===== config.mk =====
export PLATFORM = sky130hd
export DESIGN_NAME = pmrs_top
export DESIGN_NICKNAME = d
export VERILOG_FILES = /design/src/verilog/pmrs_pkg.sv /design/src/verilog/pmrs_top.sv
export SDC_FILE = /design/constraint.sdc
export NUM_CORES = 1
export LEC_CHECK = 0
export BUFFER_PORTS_ARGS = -buffer_cell sky130_fd_sc_hd__buf_2
export CAP_MARGIN = 20
export CELL_PAD_IN_SITES_DETAIL_PLACEMENT = 2
export CELL_PAD_IN_SITES_GLOBAL_PLACEMENT = 2
export CORE_UTILIZATION = 34
export DETAILED_ROUTE_END_ITERATION = 10
export PLACE_DENSITY = 0.81
export SLEW_MARGIN = 30
export SYNTH_ARGS = -nofsm -noshare
export SYNTH_HDL_FRONTEND = slang
export SYNTH_SLANG_ARGS = --single-unit

===== constraint.sdc =====
create_clock -name ref_clk_i -period 3.3 [get_ports ref_clk_i]
set_clock_uncertainty 0.2 [all_clocks]
set_input_delay 0.495 -clock ref_clk_i [delete_from_list [all_inputs] [get_ports ref_clk_i]]
set_output_delay 0.495 -clock ref_clk_i [all_outputs]
set_load 0.02 [all_outputs]

===== src/verilog/pmrs_pkg.sv =====
// Constants and types of the power mode and reset sequencer
package pmrs_pkg;

  // ----------------------------------------------------------------
  // Domain modes
  // ----------------------------------------------------------------
  typedef enum logic [1:0] {
    PMRS_DOM_ACTIVE = 2'h0,
    PMRS_DOM_HALT   = 2'h1,
    PMRS_DOM_OFF    = 2'h3
  } pmrs_dom_t;

  // ----------------------------------------------------------------
  // System modes, Gray along run -> stop -> standby
  // ----------------------------------------------------------------
  typedef enum logic [1:0] {
    PMRS_SYS_RUN     = 2'h0,
    PMRS_SYS_STOP    = 2'h1,
    PMRS_SYS_STANDBY = 2'h3,
    PMRS_SYS_WAKE    = 2'h2
  } pmrs_sys_t;

  // ----------------------------------------------------------------
  // Clock sources and reset constants
  // ----------------------------------------------------------------
  localparam logic [1:0] PMRS_CLK_FAST_OSC  = 2'h0;
  localparam int         PMRS_NUM_SRC       = 8;
  localparam int         PMRS_RST_HOLD_NS   = 200;
  localparam int         PMRS_CLK_PERIOD_NS = 25;
  localparam logic [3:0] PMRS_RST_HOLD_CYC  =
    4'((PMRS_RST_HOLD_NS + PMRS_CLK_PERIOD_NS - 1) / PMRS_CLK_PERIOD_NS);
  localparam logic [1:0] PMRS_BOR_LVL_RESET = 2'h0;

  // Reset cause bit positions
  localparam int PMRS_SRC_POR  = 0;
  localparam int PMRS_SRC_BOR  = 1;
  localparam int PMRS_SRC_PIN  = 2;
  localparam int PMRS_SRC_WWDG = 3;
  localparam int PMRS_SRC_IWDG = 4;
  localparam int PMRS_SRC_SW   = 5;
  localparam int PMRS_SRC_SEC  = 6;
  localparam int PMRS_SRC_STBY = 7;

endpackage


===== src/verilog/pmrs_top.sv =====
// Power mode tracker and system reset generator
`timescale 1ns/1ps
`default_nettype none
module pmrs_top (
  input  wire logic       ref_clk_i,
  input  wire logic       rst_b_i,
  input  wire logic [1:0] wait_for_interrupt_instr_i,
  input  wire logic [1:0] wait_for_event_instr_i,
  input  wire logic [1:0] isr_return_i,
  input  wire logic [1:0] sleep_on_exit_flag_i,
  input  wire logic [1:0] cpu_wake_i,
  input  wire logic [1:0] subsys_lp_i,
  input  wire logic [2:0] periph_lp_i,
  input  wire logic [2:0] dom_off_req_i,
  input  wire logic       sys_standby_req_i,
  input  wire logic       wakeup_pending_i,
  input  wire logic       supply_low_i,
  input  wire logic [2:0] supply_level_i,
  input  wire logic [1:0] bor_level_sel_i,
  input  wire logic       external_reset_pin_b_i,
  input  wire logic       wwdg_rst_i,
  input  wire logic       iwdg_rst_i,
  input  wire logic       sw_rst_i,
  input  wire logic       lp_sec_rst_i,
  input  wire logic [1:0] clk_sel_i,
  input  wire logic       clk_sel_we_i,
  output logic [1:0]      cpu_clock_halt_state_o,
  output logic [1:0]      cpu_subsystem_halt_state_o,
  output logic [1:0]      high_perf_domain_mode_o,
  output logic [1:0]      peripheral_domain_mode_o,
  output logic [1:0]      system_control_domain_mode_o,
  output logic [1:0]      sys_mode_o,
  output logic            sys_rst_b_o,
  output logic            por_rst_b_o,
  output logic [7:0]      rst_cause_o,
  output logic [1:0]      clk_src_o
);

  // ----------------------------------------------------------------
  // State
  // ----------------------------------------------------------------
  typedef struct packed {
    logic [1:0]          pin_s1;
    logic [1:0]          pin_s2;
    logic [3:0]          lvl_s1;
    logic [3:0]          lvl_s2;
    logic [1:0]          cpu_halt;
    logic [1:0]          sub_halt;
    pmrs_pkg::pmrs_dom_t d1;
    pmrs_pkg::pmrs_dom_t d2;
    pmrs_pkg::pmrs_dom_t d3;
    pmrs_pkg::pmrs_sys_t sys;
    logic                stby_exit;
    logic [3:0]          hold;
    logic [7:0]          cause;
    logic [1:0]          clk;
    logic [1:0]          bor_lvl;
    logic                bor_ld;
  } pmrs_st_t;

  pmrs_st_t st_q;
  pmrs_st_t st_d;

  logic       por_req;
  logic       bor_req;
  logic [7:0] src;
  logic [2:0] dom_lp;
  logic [2:0] bor_thr;

  // Domain lowers only if all its parts sleep; else it keeps its mode
  function automatic pmrs_pkg::pmrs_dom_t pmrs_dom_next(input pmrs_pkg::pmrs_dom_t cur,
                                                         input logic all_lp,
                                                         input logic want_off);
    pmrs_pkg::pmrs_dom_t n;
    n = cur;
    if (all_lp) begin
      n = want_off ? pmrs_pkg::PMRS_DOM_OFF : pmrs_pkg::PMRS_DOM_HALT;
    end
    return n;
  endfunction

  // ----------------------------------------------------------------
  // Combinational next state
  // ----------------------------------------------------------------
  assign por_req = st_q.lvl_s2[3];
  // Threshold levels 0..2 map to three supply codes; compare synced level
  assign bor_thr = 3'(st_q.bor_lvl) + 3'h2;
  assign bor_req = (st_q.lvl_s2[2:0] < bor_thr);

  always_comb begin
    st_d        = st_q;
    st_d.pin_s1 = {external_reset_pin_b_i, supply_low_i};
    st_d.pin_s2 = st_q.pin_s1;
    st_d.lvl_s1 = {st_q.pin_s2[0], supply_level_i};
    st_d.lvl_s2 = st_q.lvl_s1;
    // Option level latched once after power-on, kept across system reset
    st_d.bor_ld = 1'b1;
    if (!st_q.bor_ld) begin
      st_d.bor_lvl = (bor_level_sel_i > 2'h2) ? 2'h2 : bor_level_sel_i;
    end

    src                          = '0;
    src[pmrs_pkg::PMRS_SRC_POR]  = por_req;
    src[pmrs_pkg::PMRS_SRC_BOR]  = bor_req & st_q.bor_ld;
    src[pmrs_pkg::PMRS_SRC_PIN]  = ~st_q.pin_s2[1];
    src[pmrs_pkg::PMRS_SRC_WWDG] = wwdg_rst_i;
    src[pmrs_pkg::PMRS_SRC_IWDG] = iwdg_rst_i;
    src[pmrs_pkg::PMRS_SRC_SW]   = sw_rst_i;
    src[pmrs_pkg::PMRS_SRC_SEC]  = lp_sec_rst_i;
    src[pmrs_pkg::PMRS_SRC_STBY] = st_q.stby_exit;

    // CPU level halt per core
    for (int i = 0; i < 2; i++) begin
      if (cpu_wake_i[i]) begin
        st_d.cpu_halt[i] = 1'b0;
        st_d.sub_halt[i] = 1'b0;
      end else if (wait_for_interrupt_instr_i[i] | wait_for_event_instr_i[i] |
                   (isr_return_i[i] & sleep_on_exit_flag_i[i])) begin
        st_d.cpu_halt[i] = 1'b1;
        st_d.sub_halt[i] = subsys_lp_i[i];
      end
    end

    dom_lp[0] = st_q.cpu_halt[0] & st_q.sub_halt[0] & periph_lp_i[0];
    dom_lp[1] = st_q.cpu_halt[1] & st_q.sub_halt[1] & periph_lp_i[1];
    dom_lp[2] = periph_lp_i[2];
    st_d.stby_exit = 1'b0;

    case (st_q.sys)
      pmrs_pkg::PMRS_SYS_RUN: begin
        st_d.d1 = pmrs_dom_next(st_q.d1, dom_lp[0], dom_off_req_i[0]);
        st_d.d2 = pmrs_dom_next(st_q.d2, dom_lp[1], dom_off_req_i[1]);
        st_d.d3 = pmrs_pkg::PMRS_DOM_ACTIVE;
        if (!wakeup_pending_i && dom_lp[2] &&
            st_q.d1 != pmrs_pkg::PMRS_DOM_ACTIVE &&
            st_q.d2 != pmrs_pkg::PMRS_DOM_ACTIVE) begin
          if (sys_standby_req_i && st_q.d1 == pmrs_pkg::PMRS_DOM_OFF &&
              st_q.d2 == pmrs_pkg::PMRS_DOM_OFF) begin
            st_d.sys = pmrs_pkg::PMRS_SYS_STANDBY;
            st_d.d3  = pmrs_pkg::PMRS_DOM_OFF;
          end else begin
            st_d.sys = pmrs_pkg::PMRS_SYS_STOP;
            st_d.d3  = pmrs_pkg::PMRS_DOM_HALT;
          end
        end
      end
      pmrs_pkg::PMRS_SYS_STOP: begin
        if (wakeup_pending_i) begin
          // Control domain first; the others follow one cycle later
          st_d.sys = pmrs_pkg::PMRS_SYS_WAKE;
          st_d.d3  = pmrs_pkg::PMRS_DOM_ACTIVE;
        end
      end
      pmrs_pkg::PMRS_SYS_WAKE: begin
        st_d.sys = pmrs_pkg::PMRS_SYS_RUN;
        st_d.d1  = pmrs_pkg::PMRS_DOM_ACTIVE;
        st_d.d2  = pmrs_pkg::PMRS_DOM_ACTIVE;
      end
      pmrs_pkg::PMRS_SYS_STANDBY: begin
        if (wakeup_pending_i) begin
          st_d.stby_exit = 1'b1;
        end
      end
      default: st_d.sys = pmrs_pkg::PMRS_SYS_RUN;
    endcase

    // Clock source select applies only outside reset
    if (clk_sel_we_i) begin
      st_d.clk = clk_sel_i;
    end

    // System reset: cause sticky, hold stretch, partial reinit
    if (|src) begin
      st_d.cause = st_q.cause | src;
      st_d.hold  = pmrs_pkg::PMRS_RST_HOLD_CYC;
    end else if (st_q.hold != 4'h0) begin
      st_d.hold = st_q.hold - 4'h1;
    end
    if (|src || st_q.hold != 4'h0) begin
      st_d.cpu_halt = '0;
      st_d.sub_halt = '0;
      st_d.d1       = pmrs_pkg::PMRS_DOM_ACTIVE;
      st_d.d2       = pmrs_pkg::PMRS_DOM_ACTIVE;
      st_d.d3       = pmrs_pkg::PMRS_DOM_ACTIVE;
      st_d.sys      = pmrs_pkg::PMRS_SYS_RUN;
      st_d.clk      = pmrs_pkg::PMRS_CLK_FAST_OSC;
    end
  end

  // ----------------------------------------------------------------
  // Registers: power-on reset clears all state but presets synchronisers to idle levels and hold to PMRS_RST_HOLD_CYC
  // ----------------------------------------------------------------
  always_ff @(posedge ref_clk_i or negedge rst_b_i) begin
    if (!rst_b_i) begin
      st_q         <= '0;
      st_q.pin_s1  <= 2'h2;
      st_q.pin_s2  <= 2'h2;
      st_q.lvl_s1  <= 4'h7;
      st_q.lvl_s2  <= 4'h7;
      st_q.hold    <= pmrs_pkg::PMRS_RST_HOLD_CYC;
      st_q.clk     <= pmrs_pkg::PMRS_CLK_FAST_OSC;
      st_q.bor_lvl <= pmrs_pkg::PMRS_BOR_LVL_RESET;
    end else begin
      st_q <= st_d;
    end
  end

  // ----------------------------------------------------------------
  // Outputs
  // ----------------------------------------------------------------
  assign cpu_clock_halt_state_o       = st_q.cpu_halt;
  assign cpu_subsystem_halt_state_o   = st_q.sub_halt;
  assign high_perf_domain_mode_o      = st_q.d1;
  assign peripheral_domain_mode_o     = st_q.d2;
  assign system_control_domain_mode_o = st_q.d3;
  assign sys_mode_o                   = st_q.sys;
  assign sys_rst_b_o                  = (st_q.hold == 4'h0);
  assign por_rst_b_o                  = st_q.bor_ld & ~st_q.lvl_s2[3];
  assign rst_cause_o                  = st_q.cause;
  assign clk_src_o                    = st_q.clk;
endmodule
`default_nettype wire


After elaboration in Yosys (flattened, before gate mapping)
Cells that the tools add are included.
{ "classes": {"add_sub_neg": 2, "order_cmp": 2, "n_eq_ne": 9, "muxes": 26, "bitwise": 15, "reduce_logical": 24} }
{ "ops": {"columns": ["operator", "count"], "rows": [
  ["2-to-1 mux 4 bit", 5],
  ["2-to-1 mux 2 bit", 7],
  ["2-to-1 mux 12 bit", 1],
  ["!= test 3 bit, second input constant", 4],
  ["nonzero test 3 bit", 4],
  ["2-to-1 mux 1 bit", 10],
  ["AND 1 bit", 8],
  ["equality test 2 bit, second input constant", 4],
  ["OR 8 bit", 1],
  ["case mux 4 bit (2 select lines)", 1],
  ["nonzero test 2 bit", 4],
  ["nonzero test 4 bit", 2],
  ["OR reduction 8 bit", 1],
  ["case mux 2 bit (3 select lines)", 1],
  ["AND reduction 2 bit", 3],
  ["logical AND 1 bit", 5],
  ["logical NOT 4 bit", 1],
  ["OR 1 bit", 4],
  ["case mux 2 bit (2 select lines)", 1],
  ["subtractor 4 x 1 -> 4 bit, second input constant", 1],
  ["adder 2 x 2 -> 3 bit, second input constant", 1],
  ["< comparator 3 bit", 1],
  ["AND reduction 3 bit", 1],
  ["equality test 2 x 1 -> 1 bit, second input constant", 1],
  ["5 further kinds", 6]
]} }
{ "word_totals": {"reg_bits": 42, "word_cells": 96} }

Longest topological paths before layout
{ "depth": {"ltp_word": 7, "ltp_mapped": 7} }

Least setup slack after synthesis
OpenSTA, ideal clock, no wires.
{ "synth_timing": {"path_type": "reg2reg", "startpoint": "register st_q[13] in the netlist's numbering", "endpoint": "register st_q (netlist bit cpu_subsystem_halt_state_o[0])", "setup_ps": 80, "arrival_time_ps": 1611, "t_required_ps": 3020, "setup_slack_ps": 1409, "stages_incl_launch_ff": 7, "path_buffers": 1, "synth_period_minus_slack_ps": 1891, "cell_sequence": "dfrtp_1 > inv_1 > ha_1 > nor3b_4 > nand4_1 > buf_2 > nor3_2"} }
{ "synth_between": {"elab_chain_cells": 3} }
{ "synth_rtl": {"columns": ["element", "line", "text"], "rows": [
  ["start, declared", "pmrs_top.sv:61", "pmrs_st_t st_q;"],
  ["start signal, assigned", "pmrs_top.sv:204", "st_q <= st_d;"],
  ["nonzero test 4 bit *", "pmrs_top.sv:179", "if (|src || st_q.hold != 4'h0) begin"],
  ["logical OR 1 bit *", "pmrs_top.sv:179", null],
  ["nonzero test 3 bit (no source line) or 2-to-1 mux 12 bit (tied branches)", null, null]
]} }
Every way passes the cells marked *; elsewhere a longest branch is shown, timed or not.
A chain may end at the register's enable or synchronous reset.

Final worst setup path
{ "layout_timing": {"startpoint": "register st_q[2] in the netlist's numbering", "endpoint": "register st_q (netlist bit clk_src_o[1])"} }
{ "layout_between": {"elab_chain_cells": 6} }
{ "layout_rtl": {"columns": ["element", "line", "text"], "rows": [
  ["adder 2 x 2 -> 3 bit *", "pmrs_top.sv:87", "assign bor_thr = 3'(st_q.bor_lvl) + 3'h2;"],
  ["< comparator 3 bit *", "pmrs_top.sv:88", "assign bor_req = (st_q.lvl_s2[2:0] < bor_thr);"],
  ["AND 1 bit *", "pmrs_top.sv:104", "src[pmrs_pkg::PMRS_SRC_BOR] = bor_req & st_q.bor_ld;"],
  ["OR reduction 8 bit *", "pmrs_top.sv:179", null],
  ["logical OR 1 bit *", "pmrs_top.sv:179", null],
  ["2-to-1 mux 2 bit or nonzero test 2 bit (tied branches)", null, null]
]} }
Marks and branches as above.

==> results.yml <==
global_route:
  grt_pass1_wl_um: 6850
  grt_use_total_pct: 14.7
  antenna_found_initial: 0
  gr-total-overflow: 0
  grt_max_degree: 43
  grt_pass1_vias: 1467
logic_synthesis:
  yosys_warnings: 0
  synth_seq_cells: 42
  ys_seq_area_share_pct: 54.9
  synth_area_um2: 1940
  synth_nets: 212
  syn-mean-instance-area_um2: 11.5
  synth_top_cell_by_area: "dfrtp_1"
  synth_cells: 168
  yosys.area.top_type_share_pct: 42.7
  synth_cell_types: 39
  synth_area_leaders: "dfrtp_1, dfstp_2, buf_4"
drt:
  wirelength_um: 4030
  drt_iter0_drc: 24
  top_layer_used: "met4"
  wl_met1_um: 1750
  first_pass_iters: 4
  met2_length_um: 2020
  vias_per_cell: 4.76
  route.met3.wl_um: 223
  wl_per_cell_um: 14.2
  vias: 1352
  antenna_left: 0
  drcViolationCount: 0
critical_path:
  crit_buf_inv: 2
  crit_required_ps: 3330
  slowest_delay_ps: 630
  end_kind: "flip-flop"
  cp_top_family: "simple AND/OR/NAND/NOR gates"
  startpoint: "st_q[2]$_DFFE_PN0N_"
  crit_path_start_kind: "flip-flop"
  critPathKind: "flip-flop to flip-flop"
  worstPathArrival_ps: 2480
  rr_endpoint: "clk_src_o[1]$_DFFE_PN0P_"
  worst-path-stages: 7
  worstPathCellList: "inv_1 > ha_1 > nand2_1 > o2111ai_1 > nand4_1 > buf_4 > nor2_1"
  r2r_setup_slack_ps: 840
  regToRegStartpoint: "st_q[2]$_DFFE_PN0N_"
  cpMaxStageDelayCell: "nand4_1"
  crit_path_max_fanout: 13
  rr_worst_depth: 7
cts:
  root_buffer: "clkbuf_8"
  cts.sink_count: 42
  clk-insertion-delay-late_ps: 290
  postCtsHoldBufs: 0
  numCtsBuffers: 5
  cts_max_path_buffers: 2
  cts_resized: 0
  h-tree-depth: 2
  clk_pin_slew_ps: 80
  cts_tree: "done"
  cts_setup_buffers: 0
min_path:
  min_path_type: "input pin to async pin"
pwr:
  comb_power_share_pct: 6.2
  power_w: 0.000924
  power_density_nw_per_um2: 411
  pwr-share-clk_pct: 35.9
  power.switching_w: 0.000220
  vdd_drop_max_uv: 144
  power_frac_seq_pct: 57.9
  total_leakage_power_nw: 1.03
  swShare_pct: 23.8
  p_int_w: 0.000704
cells_and_area:
  fin_nets: 255
  area_growth_pct: 16.0
  stdcell_area_um2: 2250
  utilization_pct: 40.8
  drive_gt1_share_pct: 43.4
  antenna_cells: 0
floorplanning:
  start_util_pct: 35.2
  dieArea_um2: 6000
  io_pins: 60
  core_um2: 5510
  die_height_um: 77.5
  rows: 27
  die_w_um: 77.5
placement:
  placed_cell_area_um2: 2150
  place.port_buffers: 58
  gp_congestion: 0.697
  hpwlAfterDp_um: 3150
sta:
  hold_slack_ps: -29.5
  slew_violations: 0
  fin_setup_tns_ps: 0
  fin_crit_ps: 2460
  clock.fmax_mhz: 407
  worst_pin_slew_ps: 715
  finalSetupViolCount: 0
  hold_viol: 33
  rsz0062_at_grt: "false"
  fin_crit_sh_pct: 74.4
  slew_headroom_pct: 52.2
flow_run:
  drv_cap: 0
run_status:
  status: "finished, violations left"
  failed_checks: "negative hold slack"
## metal layers
metal	up-vias	track usage, %
met2	47	26.1
li1	635	-
met3	5	3.65
met5	-	0
met1	665	17.2
met4	0	5.09
## power groups by stage
stage          combinational [W]  sequential (W)  clock (W)
2_1_floorplan          0.0000200        0.000543          0
3_3_place_gp           0.0000556        0.000544          0
3_5_place_dp           0.0000590        0.000545          0
4_1_cts                0.0000592        0.000535   0.000348
5_1_grt                0.0000644        0.000536   0.000368
6_report               0.0000572        0.000535   0.000332
## layout make-up
class	instances	area (um2)
tap	72	90.1
sequential	42	1060
multi-input combinational	94	669
inverter	9	33.8
clock inverter	3	21.3
timing repair buffer	59	300
fill	611	3260
clock buffer	5	68.8
## synth_stat cells
cell / n
nor2_1: 11
buf_2: 1
o2111ai_1: 1
a31oi_1: 2
a21oi_1: 3
inv_1: 9
nor4b_2: 1
mux2i_1: 4
o21ai_0: 5
mux2_2: 1
nand2b_4: 1
o31a_2: 1
buf_4: 22
nor2b_1: 3
or2_2: 6
nand3b_1: 1
nor2_2: 1
a211oi_2: 1
nand3_1: 2
or3_1: 3
nand2b_1: 4
ha_1: 8
a211oi_1: 5
nand2_1: 6
a21oi_2: 1
or3b_1: 1
dfstp_2: 9
and2_1: 2
nand4_1: 3
nor3_2: 2
conb_1: 1
dfrtp_1: 33
xnor2_1: 2
a211o_1: 1
nor3b_4: 1
or2_1: 1
nor3_1: 5
nor3b_1: 3
a2111oi_0: 1
## flip-flops by register name, indices dropped and copies added (netlist names)
register                      flops
cpu_subsystem_halt_state_o        2
high_perf_domain_mode_o           2
sys_mode_o                        2
cpu_clock_halt_state_o            2
peripheral_domain_mode_o          2
rst_cause_o                       8
system_control_domain_mode_o      2
st_d                              7
src                               1
por_req                           1
st_q                             11
clk_src_o                         2
## through the flow
stage | instances | hold slack, ps | setup WS, ps
floorplan | 168 | -0.591 | 1410
global placement | 276 | 133 | 898
detailed placement | 276 | 139 | 780
CTS | 284 | 80.0 | 761
global route | 284 | 6.81 | 634
finish | 284 | -29.5 | 844
## worst register-to-register path, cell delays in order (launching register included)
cell and delay, ps:
dfrtp_1 370, inv_1 60, ha_1 290, nand2_1 70, o2111ai_1 290, nand4_1 630, buf_4 380, nor2_1 100
## cells in the final DEF, fill, tap and decap left out, drive strengths merged, types with 2 or more instances in the layout
cell type,synthesis,final
buf,23,59
dfrtp,33,33
nor2,12,12
inv,9,9
dfstp,9,9
ha,8,8
or2,7,7
nor3,7,7
nand2,6,6
a211oi,6,6
o21ai,5,5
clkbuf,0,5
nand2b,5,5
mux2i,4,4
a21oi,4,4
nor3b,4,4
nor2b,3,3
or3,3,3
nand4,3,3
and2,2,2
nand3,2,2
xnor2,2,2
a31oi,2,2
clkinv,0,2
## worst max-delay path by stage
stage                                                      endpoint  slack [ps]
after floorplan           cpu_subsystem_halt_state_o[0]$_DFFE_PN0P_        1410
after global placement                     clk_src_o[1]$_DFFE_PN0P_         900
after detailed placement                   clk_src_o[1]$_DFFE_PN0P_         780
after CTS                                  clk_src_o[1]$_DFFE_PN0P_         760
after global routing          cpu_clock_halt_state_o[0]$_DFFE_PN0P_         630
final                                      clk_src_o[1]$_DFFE_PN0P_         840
## cells by family (layout without fill, tap and decap cells)
group	Yosys count	after routing	synth area share, %
simple gates	57	57	18.0
flops	42	42	54.9
buf+inv	32	76	10.5
compound gates	21	21	7.63
fa+ha+maj	8	8	5.17
mux	5	5	2.65
xor+xnor	2	2	0.905
other cells	1	1	0.194
Power figures use the tool's default switching activity.
